--- src/design/adcc_pkg.sv ---
// Package for the converter control block: register map, fields and timing
package adcc_pkg;
   // ----------------------------------------------------------------
   // Register offsets (byte addresses)
   // ----------------------------------------------------------------
   localparam logic [11:0] OFF_START = 12'h000;
   localparam logic [11:0] OFF_STOP = 12'h004;
   localparam logic [11:0] OFF_DONE = 12'h100;
   localparam logic [11:0] OFF_INTERRUPT_ENABLE = 12'h300;
   localparam logic [11:0] OFF_INTSET = 12'h304;
   localparam logic [11:0] OFF_INTCLR = 12'h308;
   localparam logic [11:0] OFF_BUSY = 12'h400;
   localparam logic [11:0] OFF_ENABLE = 12'h500;
   localparam logic [11:0] OFF_CONFIG = 12'h504;
   localparam logic [11:0] OFF_RESULT = 12'h508;
   localparam int ADDR_W = 12;

   // ----------------------------------------------------------------
   // Configuration field layout and reset value
   // ----------------------------------------------------------------
   localparam int RES_LSB = 0;
   localparam int INPSEL_LSB = 2;
   localparam int REFSEL_LSB = 5;
   localparam int PSEL_LSB = 8;
   localparam int EXTREF_LSB = 16;
   localparam logic [31:0] CONFIG_MASK = 32'h0003_ff7f;
   localparam logic [31:0] CONFIG_RESET = 32'h0000_0018;
   localparam logic [1:0] RES_8BIT = 2'h0;
   localparam logic [1:0] RES_9BIT = 2'h1;
   localparam logic [1:0] RES_10BIT = 2'h2;
   localparam int RESULT_W = 10;

   // ----------------------------------------------------------------
   // Conversion timing
   // ----------------------------------------------------------------
   localparam int CLK_MHZ = 25;
   localparam int CONV8_US = 20;
   localparam int CONV10_US = 68;
   localparam int CONV8_CYC = CONV8_US * CLK_MHZ;
   localparam int CONV10_CYC = CONV10_US * CLK_MHZ;
   localparam int CONV9_CYC = (CONV8_CYC + CONV10_CYC) / 2;

   // ----------------------------------------------------------------
   // Types
   // ----------------------------------------------------------------
   typedef struct packed {
      logic [1:0] res;
      logic [2:0] inpsel;
      logic [1:0] refsel;
      logic [7:0] psel;
      logic [1:0] extref;
   } adcc_cfg_t;

   typedef enum logic [1:0] {
      ADCC_OFF,
      ADCC_CONVERT,
      ADCC_STORE
   } adcc_state_t;
endpackage

--- src/design/adcc_top.sv ---
// Converter control block: AHB-Lite registers, one-shot sequencer, result store
//
// Notes on behaviour
// - A conversion starts on a start task write or an event fabric trigger pulse.
// - Busy reads 1 while converting, 0 when idle.
// - Completion pulses the done event and loads the result register.
// - Analog circuitry is powered down after each conversion until next start.
// - One conversion per start; the sequencer never restarts itself.
// - Input, reference, resolution and prescaling come from the configuration register.
// - Enable set claims the selected analog input pin; clear disables converter.
// - Pin select chooses one of eight analog input pins, zero to seven.
// - Samples above full scale produce the maximum code.
// - Interrupt enable bit 0 gates the sticky done flag onto the interrupt.
// - Writing 0 to set or clear has no effect; reads return enable.
// - Result holds the latest completed conversion and is read only.
// - Result refreshes on every completed conversion, not on a stopped or disabled one, right justified at bit 0.
//
// The AHB-Lite slave port is this design's own decision.
module adcc_top #(
   parameter int SAMPLE_W = 12,
   parameter int CONV8_CYCLES = adcc_pkg::CONV8_CYC,
   parameter int CONV9_CYCLES = adcc_pkg::CONV9_CYC,
   parameter int CONV10_CYCLES = adcc_pkg::CONV10_CYC
) (
   // Clock and reset
   input wire logic i_mclk,
   input wire logic i_rst,
   // AHB-Lite slave
   input wire logic i_hsel,
   input wire logic [31:0] i_haddr,
   input wire logic [1:0] i_htrans,
   input wire logic i_hwrite,
   input wire logic [2:0] i_hsize,
   input wire logic [31:0] i_hwdata,
   input wire logic i_hready,
   output logic [31:0] o_hrdata,
   output logic o_hreadyout,
   output logic o_hresp,
   // Event fabric
   input wire logic i_start_trig,
   input wire logic i_stop_trig,
   output logic o_done_event,
   output logic o_irq,
   // Analog front end
   input wire logic [SAMPLE_W-1:0] i_sample,
   output logic o_analog_power,
   output logic o_pin_claim,
   output logic [2:0] o_pin_index,
   output adcc_pkg::adcc_cfg_t o_cfg
);
   // ----------------------------------------------------------------
   // Declarations
   // ----------------------------------------------------------------
   logic [SAMPLE_W-1:0] sample_s1;
   logic [SAMPLE_W-1:0] sample_s2;
   logic dp_wr;
   logic dp_rd;
   logic [adcc_pkg::ADDR_W-1:0] dp_addr;
   logic wr_start;
   logic wr_stop;
   logic wr_done;
   logic wr_interrupt_enable;
   logic wr_intset;
   logic wr_intclr;
   logic wr_enable;
   logic wr_config;
   logic interrupt_enable;
   logic done_flag;
   logic enable;
   logic [31:0] config_q;
   logic [adcc_pkg::RESULT_W-1:0] result;
   adcc_pkg::adcc_state_t state;
   logic [15:0] count;
   logic [15:0] conv_len;
   logic start_req;
   logic stop_req;
   logic finish;
   logic [adcc_pkg::RESULT_W-1:0] next_result;
   logic pin_valid;
   logic [2:0] pin_enc;

   // ----------------------------------------------------------------
   // Bus slave
   // ----------------------------------------------------------------
   // Address phase capture; zero wait states
   always_ff @(posedge i_mclk or posedge i_rst) begin
      if (i_rst) begin
         dp_wr <= 1'b0;
         dp_rd <= 1'b0;
         dp_addr <= '0;
      end else if (i_hready) begin
         dp_wr <= i_hsel && i_htrans[1] && i_hwrite;
         dp_rd <= i_hsel && i_htrans[1] && !i_hwrite;
         dp_addr <= i_haddr[adcc_pkg::ADDR_W-1:0];
      end
   end

   assign o_hreadyout = 1'b1;
   assign o_hresp = 1'b0;

   // Data phase write decode
   assign wr_start = dp_wr && dp_addr == adcc_pkg::OFF_START && i_hwdata[0];
   assign wr_stop = dp_wr && dp_addr == adcc_pkg::OFF_STOP && i_hwdata[0];
   assign wr_done = dp_wr && dp_addr == adcc_pkg::OFF_DONE;
   assign wr_interrupt_enable = dp_wr && dp_addr == adcc_pkg::OFF_INTERRUPT_ENABLE;
   assign wr_intset = dp_wr && dp_addr == adcc_pkg::OFF_INTSET;
   assign wr_intclr = dp_wr && dp_addr == adcc_pkg::OFF_INTCLR;
   assign wr_enable = dp_wr && dp_addr == adcc_pkg::OFF_ENABLE;
   assign wr_config = dp_wr && dp_addr == adcc_pkg::OFF_CONFIG;

   // Read mux; unmapped and task offsets read zero
   always_comb begin
      o_hrdata = 32'h0000_0000;
      if (dp_rd) begin
         unique case (dp_addr)
            adcc_pkg::OFF_DONE: o_hrdata[0] = done_flag;
            adcc_pkg::OFF_INTERRUPT_ENABLE, adcc_pkg::OFF_INTSET,
            adcc_pkg::OFF_INTCLR: o_hrdata[0] = interrupt_enable;
            adcc_pkg::OFF_BUSY: o_hrdata[0] = (state != adcc_pkg::ADCC_OFF);
            adcc_pkg::OFF_ENABLE: o_hrdata[0] = enable;
            adcc_pkg::OFF_CONFIG: o_hrdata = config_q;
            adcc_pkg::OFF_RESULT: o_hrdata[adcc_pkg::RESULT_W-1:0] = result;
            default: o_hrdata = 32'h0000_0000;
         endcase
      end
   end

   // ----------------------------------------------------------------
   // Control registers
   // ----------------------------------------------------------------
   // Interrupt enable with set and clear aliases
   always_ff @(posedge i_mclk or posedge i_rst) begin
      if (i_rst) begin
         interrupt_enable <= 1'b0;
      end else if (wr_interrupt_enable) begin
         interrupt_enable <= i_hwdata[0];
      end else if (wr_intset && i_hwdata[0]) begin
         interrupt_enable <= 1'b1;
      end else if (wr_intclr && i_hwdata[0]) begin
         interrupt_enable <= 1'b0;
      end
   end

   // Enable and configuration
   always_ff @(posedge i_mclk or posedge i_rst) begin
      if (i_rst) begin
         enable <= 1'b0;
         config_q <= adcc_pkg::CONFIG_RESET;
      end else begin
         if (wr_enable) begin
            enable <= i_hwdata[0];
         end
         if (wr_config) begin
            config_q <= i_hwdata & adcc_pkg::CONFIG_MASK;
         end
      end
   end

   // Configuration fields to the analog section
   assign o_cfg.res = config_q[adcc_pkg::RES_LSB +: 2];
   assign o_cfg.inpsel = config_q[adcc_pkg::INPSEL_LSB +: 3];
   assign o_cfg.refsel = config_q[adcc_pkg::REFSEL_LSB +: 2];
   assign o_cfg.psel = config_q[adcc_pkg::PSEL_LSB +: 8];
   assign o_cfg.extref = config_q[adcc_pkg::EXTREF_LSB +: 2];

   // One-hot pin select to pin index
   always_comb begin
      pin_valid = 1'b0;
      pin_enc = 3'h0;
      for (int k = 0; k < 8; k++) begin
         if (o_cfg.psel == 8'(1 << k)) begin
            pin_valid = 1'b1;
            pin_enc = 3'(k);
         end
      end
   end

   assign o_pin_claim = enable && pin_valid;
   assign o_pin_index = pin_enc;

   // ----------------------------------------------------------------
   // Conversion sequencer
   // ----------------------------------------------------------------
   // Sample synchroniser from the analog domain
   always_ff @(posedge i_mclk or posedge i_rst) begin
      if (i_rst) begin
         sample_s1 <= '0;
         sample_s2 <= '0;
      end else begin
         sample_s1 <= i_sample;
         sample_s2 <= sample_s1;
      end
   end

   assign start_req = enable && (wr_start || i_start_trig);
   assign stop_req = wr_stop || i_stop_trig;

   always_comb begin
      unique case (o_cfg.res)
         adcc_pkg::RES_8BIT: conv_len = 16'(CONV8_CYCLES);
         adcc_pkg::RES_9BIT: conv_len = 16'(CONV9_CYCLES);
         default: conv_len = 16'(CONV10_CYCLES);
      endcase
   end

   // State and cycle count
   always_ff @(posedge i_mclk or posedge i_rst) begin
      if (i_rst) begin
         state <= adcc_pkg::ADCC_OFF;
         count <= '0;
      end else if (stop_req || !enable) begin
         state <= adcc_pkg::ADCC_OFF;
         count <= '0;
      end else begin
         unique case (state)
            adcc_pkg::ADCC_OFF: begin
               if (start_req) begin
                  state <= adcc_pkg::ADCC_CONVERT;
                  count <= conv_len - 16'h0001;
               end
            end
            adcc_pkg::ADCC_CONVERT: begin
               if (count == 16'h0000) begin
                  state <= adcc_pkg::ADCC_STORE;
               end else begin
                  count <= count - 16'h0001;
               end
            end
            adcc_pkg::ADCC_STORE: state <= adcc_pkg::ADCC_OFF;
         endcase
      end
   end

   assign finish = state == adcc_pkg::ADCC_STORE && !stop_req && enable;
   assign o_analog_power = state != adcc_pkg::ADCC_OFF;

   // Saturate and right-justify the sample to the chosen width
   always_comb begin
      next_result = '1;
      unique case (o_cfg.res)
         adcc_pkg::RES_8BIT: begin
            if (sample_s2 < SAMPLE_W'(256)) begin
               next_result = adcc_pkg::RESULT_W'(sample_s2);
            end else begin
               next_result = adcc_pkg::RESULT_W'(255);
            end
         end
         adcc_pkg::RES_9BIT: begin
            if (sample_s2 < SAMPLE_W'(512)) begin
               next_result = adcc_pkg::RESULT_W'(sample_s2);
            end else begin
               next_result = adcc_pkg::RESULT_W'(511);
            end
         end
         default: begin
            if (sample_s2 < SAMPLE_W'(1024)) begin
               next_result = adcc_pkg::RESULT_W'(sample_s2);
            end else begin
               next_result = '1;
            end
         end
      endcase
   end

   // Result store and done event
   always_ff @(posedge i_mclk or posedge i_rst) begin
      if (i_rst) begin
         result <= '0;
         o_done_event <= 1'b0;
      end else begin
         o_done_event <= finish;
         if (finish) begin
            result <= next_result;
         end
      end
   end

   // Sticky done flag; set wins over software clear
   always_ff @(posedge i_mclk or posedge i_rst) begin
      if (i_rst) begin
         done_flag <= 1'b0;
      end else if (finish) begin
         done_flag <= 1'b1;
      end else if (wr_done) begin
         done_flag <= i_hwdata[0];
      end
   end

   assign o_irq = interrupt_enable && done_flag;
endmodule

--- config.mk ---
export PLATFORM = sky130hd
export DESIGN_NAME = adcc_top
export DESIGN_NICKNAME = d
export VERILOG_FILES = /design/src/design/adcc_pkg.sv /design/src/design/adcc_top.sv
export SDC_FILE = /design/constraint.sdc
export NUM_CORES = 1
export LEC_CHECK = 0
export ABC_AREA = 0
export BUFFER_PORTS_ARGS = -buffer_cell sky130_fd_sc_hd__buf_2
export CELL_PAD_IN_SITES_DETAIL_PLACEMENT = 0
export CELL_PAD_IN_SITES_GLOBAL_PLACEMENT = 1
export CORE_MARGIN = 2
export CORE_UTILIZATION = 41
export CTS_CLUSTER_SIZE = 24
export DETAILED_ROUTE_END_ITERATION = 16
export PLACE_DENSITY = 0.89
export SKIP_LAST_GASP = 1
export SYNTH_ARGS = -nofsm -noshare
export SYNTH_HDL_FRONTEND = slang
export SYNTH_SLANG_ARGS = --single-unit
--- constraint.sdc ---
create_clock -name i_mclk -period 8.06 [get_ports i_mclk]
set_clock_uncertainty 0.1 [all_clocks]
set_input_delay 0 -clock i_mclk [delete_from_list [all_inputs] [get_ports i_mclk]]
set_output_delay 0 -clock i_mclk [all_outputs]
set_load 0.03 [all_outputs]
==> run metrics <==
Most used DFF post-synth=dfrtp_1; # DRC=0; Via density=approximately 5.3; Met3 Wirelength=582 µm; Worst-Skew Late Latency=about 370 ps; Max Used Layer=met4; status=completed; most frequent cell after synthesis=dfrtp_1; number of placement rows=38; Buffers on Ports=90; number of antenna diodes=0; Mapped Cells=around 440; Post-Syn Area=around 0.0045 mm²; total CTS buffers=9; Die Span Y=~110 µm; critical path fanouts, max=29; core area=approximately 0.011 mm²; Post-Route M1 WL=about 4700 µm; Worst R2R Setup Slack=4900 ps; Tot GR Track Use=18.3%; Reg2Reg Depth=6; maximum VDD drop=74.7 µV; first-pass GRT wire length=around 17000 µm; clk root buf=clkbuf_8; leakage=about 2.6 nW; critical path class=flip-flop to flip-flop; cell taking the most area after synthesis=dfrtp_1; number of synthesized flops with an enable pin=0; Final ANT Viol Nets=0; post_cts resized=0; count of final setup violators=0; first-pass iteration count of the detailed router=4; die width=between 100 and 150 µm; critical path launch point=state[1]; P&R area growth vs syn=25.8%; max_slew headroom=a little over a fifth; via count=3787; initial core utilization=41.6%; Hold Buf Count CTS=50; final hold viol count=0; Final Critical Period=about 3200 ps; DR WL/cell=14.7 µm; WL final=between 10000 and 15000 µm; RSZ-0062 raised after global routing=false; ys async rst share=between 90% and 100%; hold_sp=i_start_trig; synth top area cells=dfrtp_1 (48%), mux2_2 (7.8%), nor2_1 (3.4%), buf_4 (2.7%), a21oi_1 (2.6%); register area share after synthesis=48.8%; max cap viols=0; layout cells sized above 1=27.3%; CP max-delay cell=a21oi_1; Data arrival, critical path=roughly 3300 ps; Yosys warnings=0; Commonest cells post-synth=dfrtp_1 (85), nor2_1 (41), mux2_2 (31), nand2_1 (25), a21oi_1 (23); Mapped Avg Cell Area=about 10 µm²; Inst Count DP=between 600 and 700; fillers=977; die area=around 0.012 mm²; Yosys reg bits=just under 90; fin nets=around 660; cell chain of the critical path=inv_1 -> ha_1 -> nor2_1 -> a21oi_1 -> a41oi_1 -> a311oi_1; Ports=146; post-CTS setup buffer count=0; crit path to=count[13]; DP HPWL=7060 µm; Startpoint Class=flip-flop; Final Non-Filler Cells=712; clk sinks=87; area share of the largest cell type after synthesis=a little under half; final setup TNS=0 ps; Initial DRC Count=~200; initial antenna violation count=0; largest net degree at the start of global routing=88; fmax=between 300 and 400 MHz; crit share post-route=about two fifths; PD cells=between 150 and 200 mW/mm²; total grt overflow=0; CP Data Required Time=just over 8000 ps; worst-case clock buffer depth=2; number of global-route vias before repair=about 3600; Yosys cell types=66; H-tree depth=3; total length of routed met2 wires=roughly 5000 µm; Reg clk slew, reported paths=roughly 100 ps; Slew @ Worst Pin=roughly 1200 ps; Worst setup EP type=flip-flop; FF-to-FF End=count[13]; Critical Path Max Stage Delay=between 900 and 1000 ps; Slew Limit Fails=0; Hold Crit Class=input port to flip-flop; R2R Path Start=state[1]; CTS tree=built; Routability Congestion=roughly 0.9
[final cells by class]
| cell class | instances | area, µm² | share of cell area [%] |
|---|---|---|---|
| tap | 140 | 175 | 3.11 |
| multi-input combinational | 313 | 2060 | 36.7 |
| inverter | 14 | 53.8 | 0.957 |
| timing repair buffer | 142 | 966 | 17.2 |
| sequential | 87 | 2180 | 38.8 |
| clock buffer | 9 | 124 | 2.20 |
| clock inverter | 7 | 61.3 | 1.09 |
[cells by family (layout without fill, tap and decap cells)]
family	Yosys count	count (layout)	synth area share, %
other	2	16	0.168
adder cells (fa/ha/maj)	5	5	1.34
multiplexers	32	32	8.03
flip-flops	87	87	48.8
buffers and inverters	56	172	6.33
AO/OA/AOI/OAI	93	93	14.1
AND/OR/NAND/NOR	164	164	20.7
XOR/XNOR	3	3	0.588
[critical path, delay by kind of cell, from the launching register on]
family / cells / cell delay, ps
AOI/OAI and AO/OA: 3 / 1490
adders and majority gates: 1 / 800
DFF: 1 / 390
and+or+nand+nor: 1 / 170
buffers and inverters: 1 / 90
[power breakdown]
group | switching, mW | internal [mW] | total, mW
Combinational | 0.111 | 0.0806 | 0.192
Clock | 0.175 | 0.119 | 0.294
Sequential | 0.0381 | 0.480 | 0.518
Total | 0.325 | 0.680 | 1.00
[metrics by stage]
step                power [mW]  utilization [%]  setup WS, ps  instance area [µm²]  hold slack [ps]
finish                    1.00             52.3          4900                 5620             11.4
global route              1.06             52.3          4610                 5620             34.4
CTS                       1.02             52.3          4930                 5620             1.95
detailed placement       0.700             46.0          4960                 4940             10.3
global placement         0.692             46.0          5010                 4940             10.8
floorplan                0.655                -          5210                 4520            -68.6
[sequential cells by signal, summed over array words and instances (netlist names)]
register and cells:
config_q 17, count 16, dp_addr 12, sample_s1 12, sample_s2 12, result 10, state 2, done_flag 1
dp_rd 1, dp_wr 1, enable 1, interrupt_enable 1, o_done_event 1
[cell usage in the layout (no fill, tap or decap), types with 10 or more instances in the layout]
cell and n:
buf_2 90, nor2_1 41, mux2_2 31, nand3_1 10, a21oi_1 23, and3_1 15
nand2_1 25, conb_1 16, dlygate4sd3_1 50, o21ai_0 21, inv_1 13, nor3_1 12
dfrtp_1 85
[worst min-delay path by stage]
stage / endpoint / cells after the start / slack (ps)
floorplan: sample_s1[0] / 0 / -70
global placement: sample_s1[7] / 1 / 10
detailed placement: sample_s1[7] / 1 / 10
CTS: count[6] / 4 / 2
global route: dp_addr[1] / 2 / 30
finish: count[6] / 4 / 10
[layer usage]
| metal | up-vias | GRT usage [%] |
|---|---|---|
| li1 | 1833 | - |
| met1 | 1821 | 23.7 |
| met2 | 120 | 30.8 |
| met3 | 13 | 3.68 |
| met4 | 0 | 5.95 |
| met5 | - | 0 |
Power figures use the tool's default switching activity.
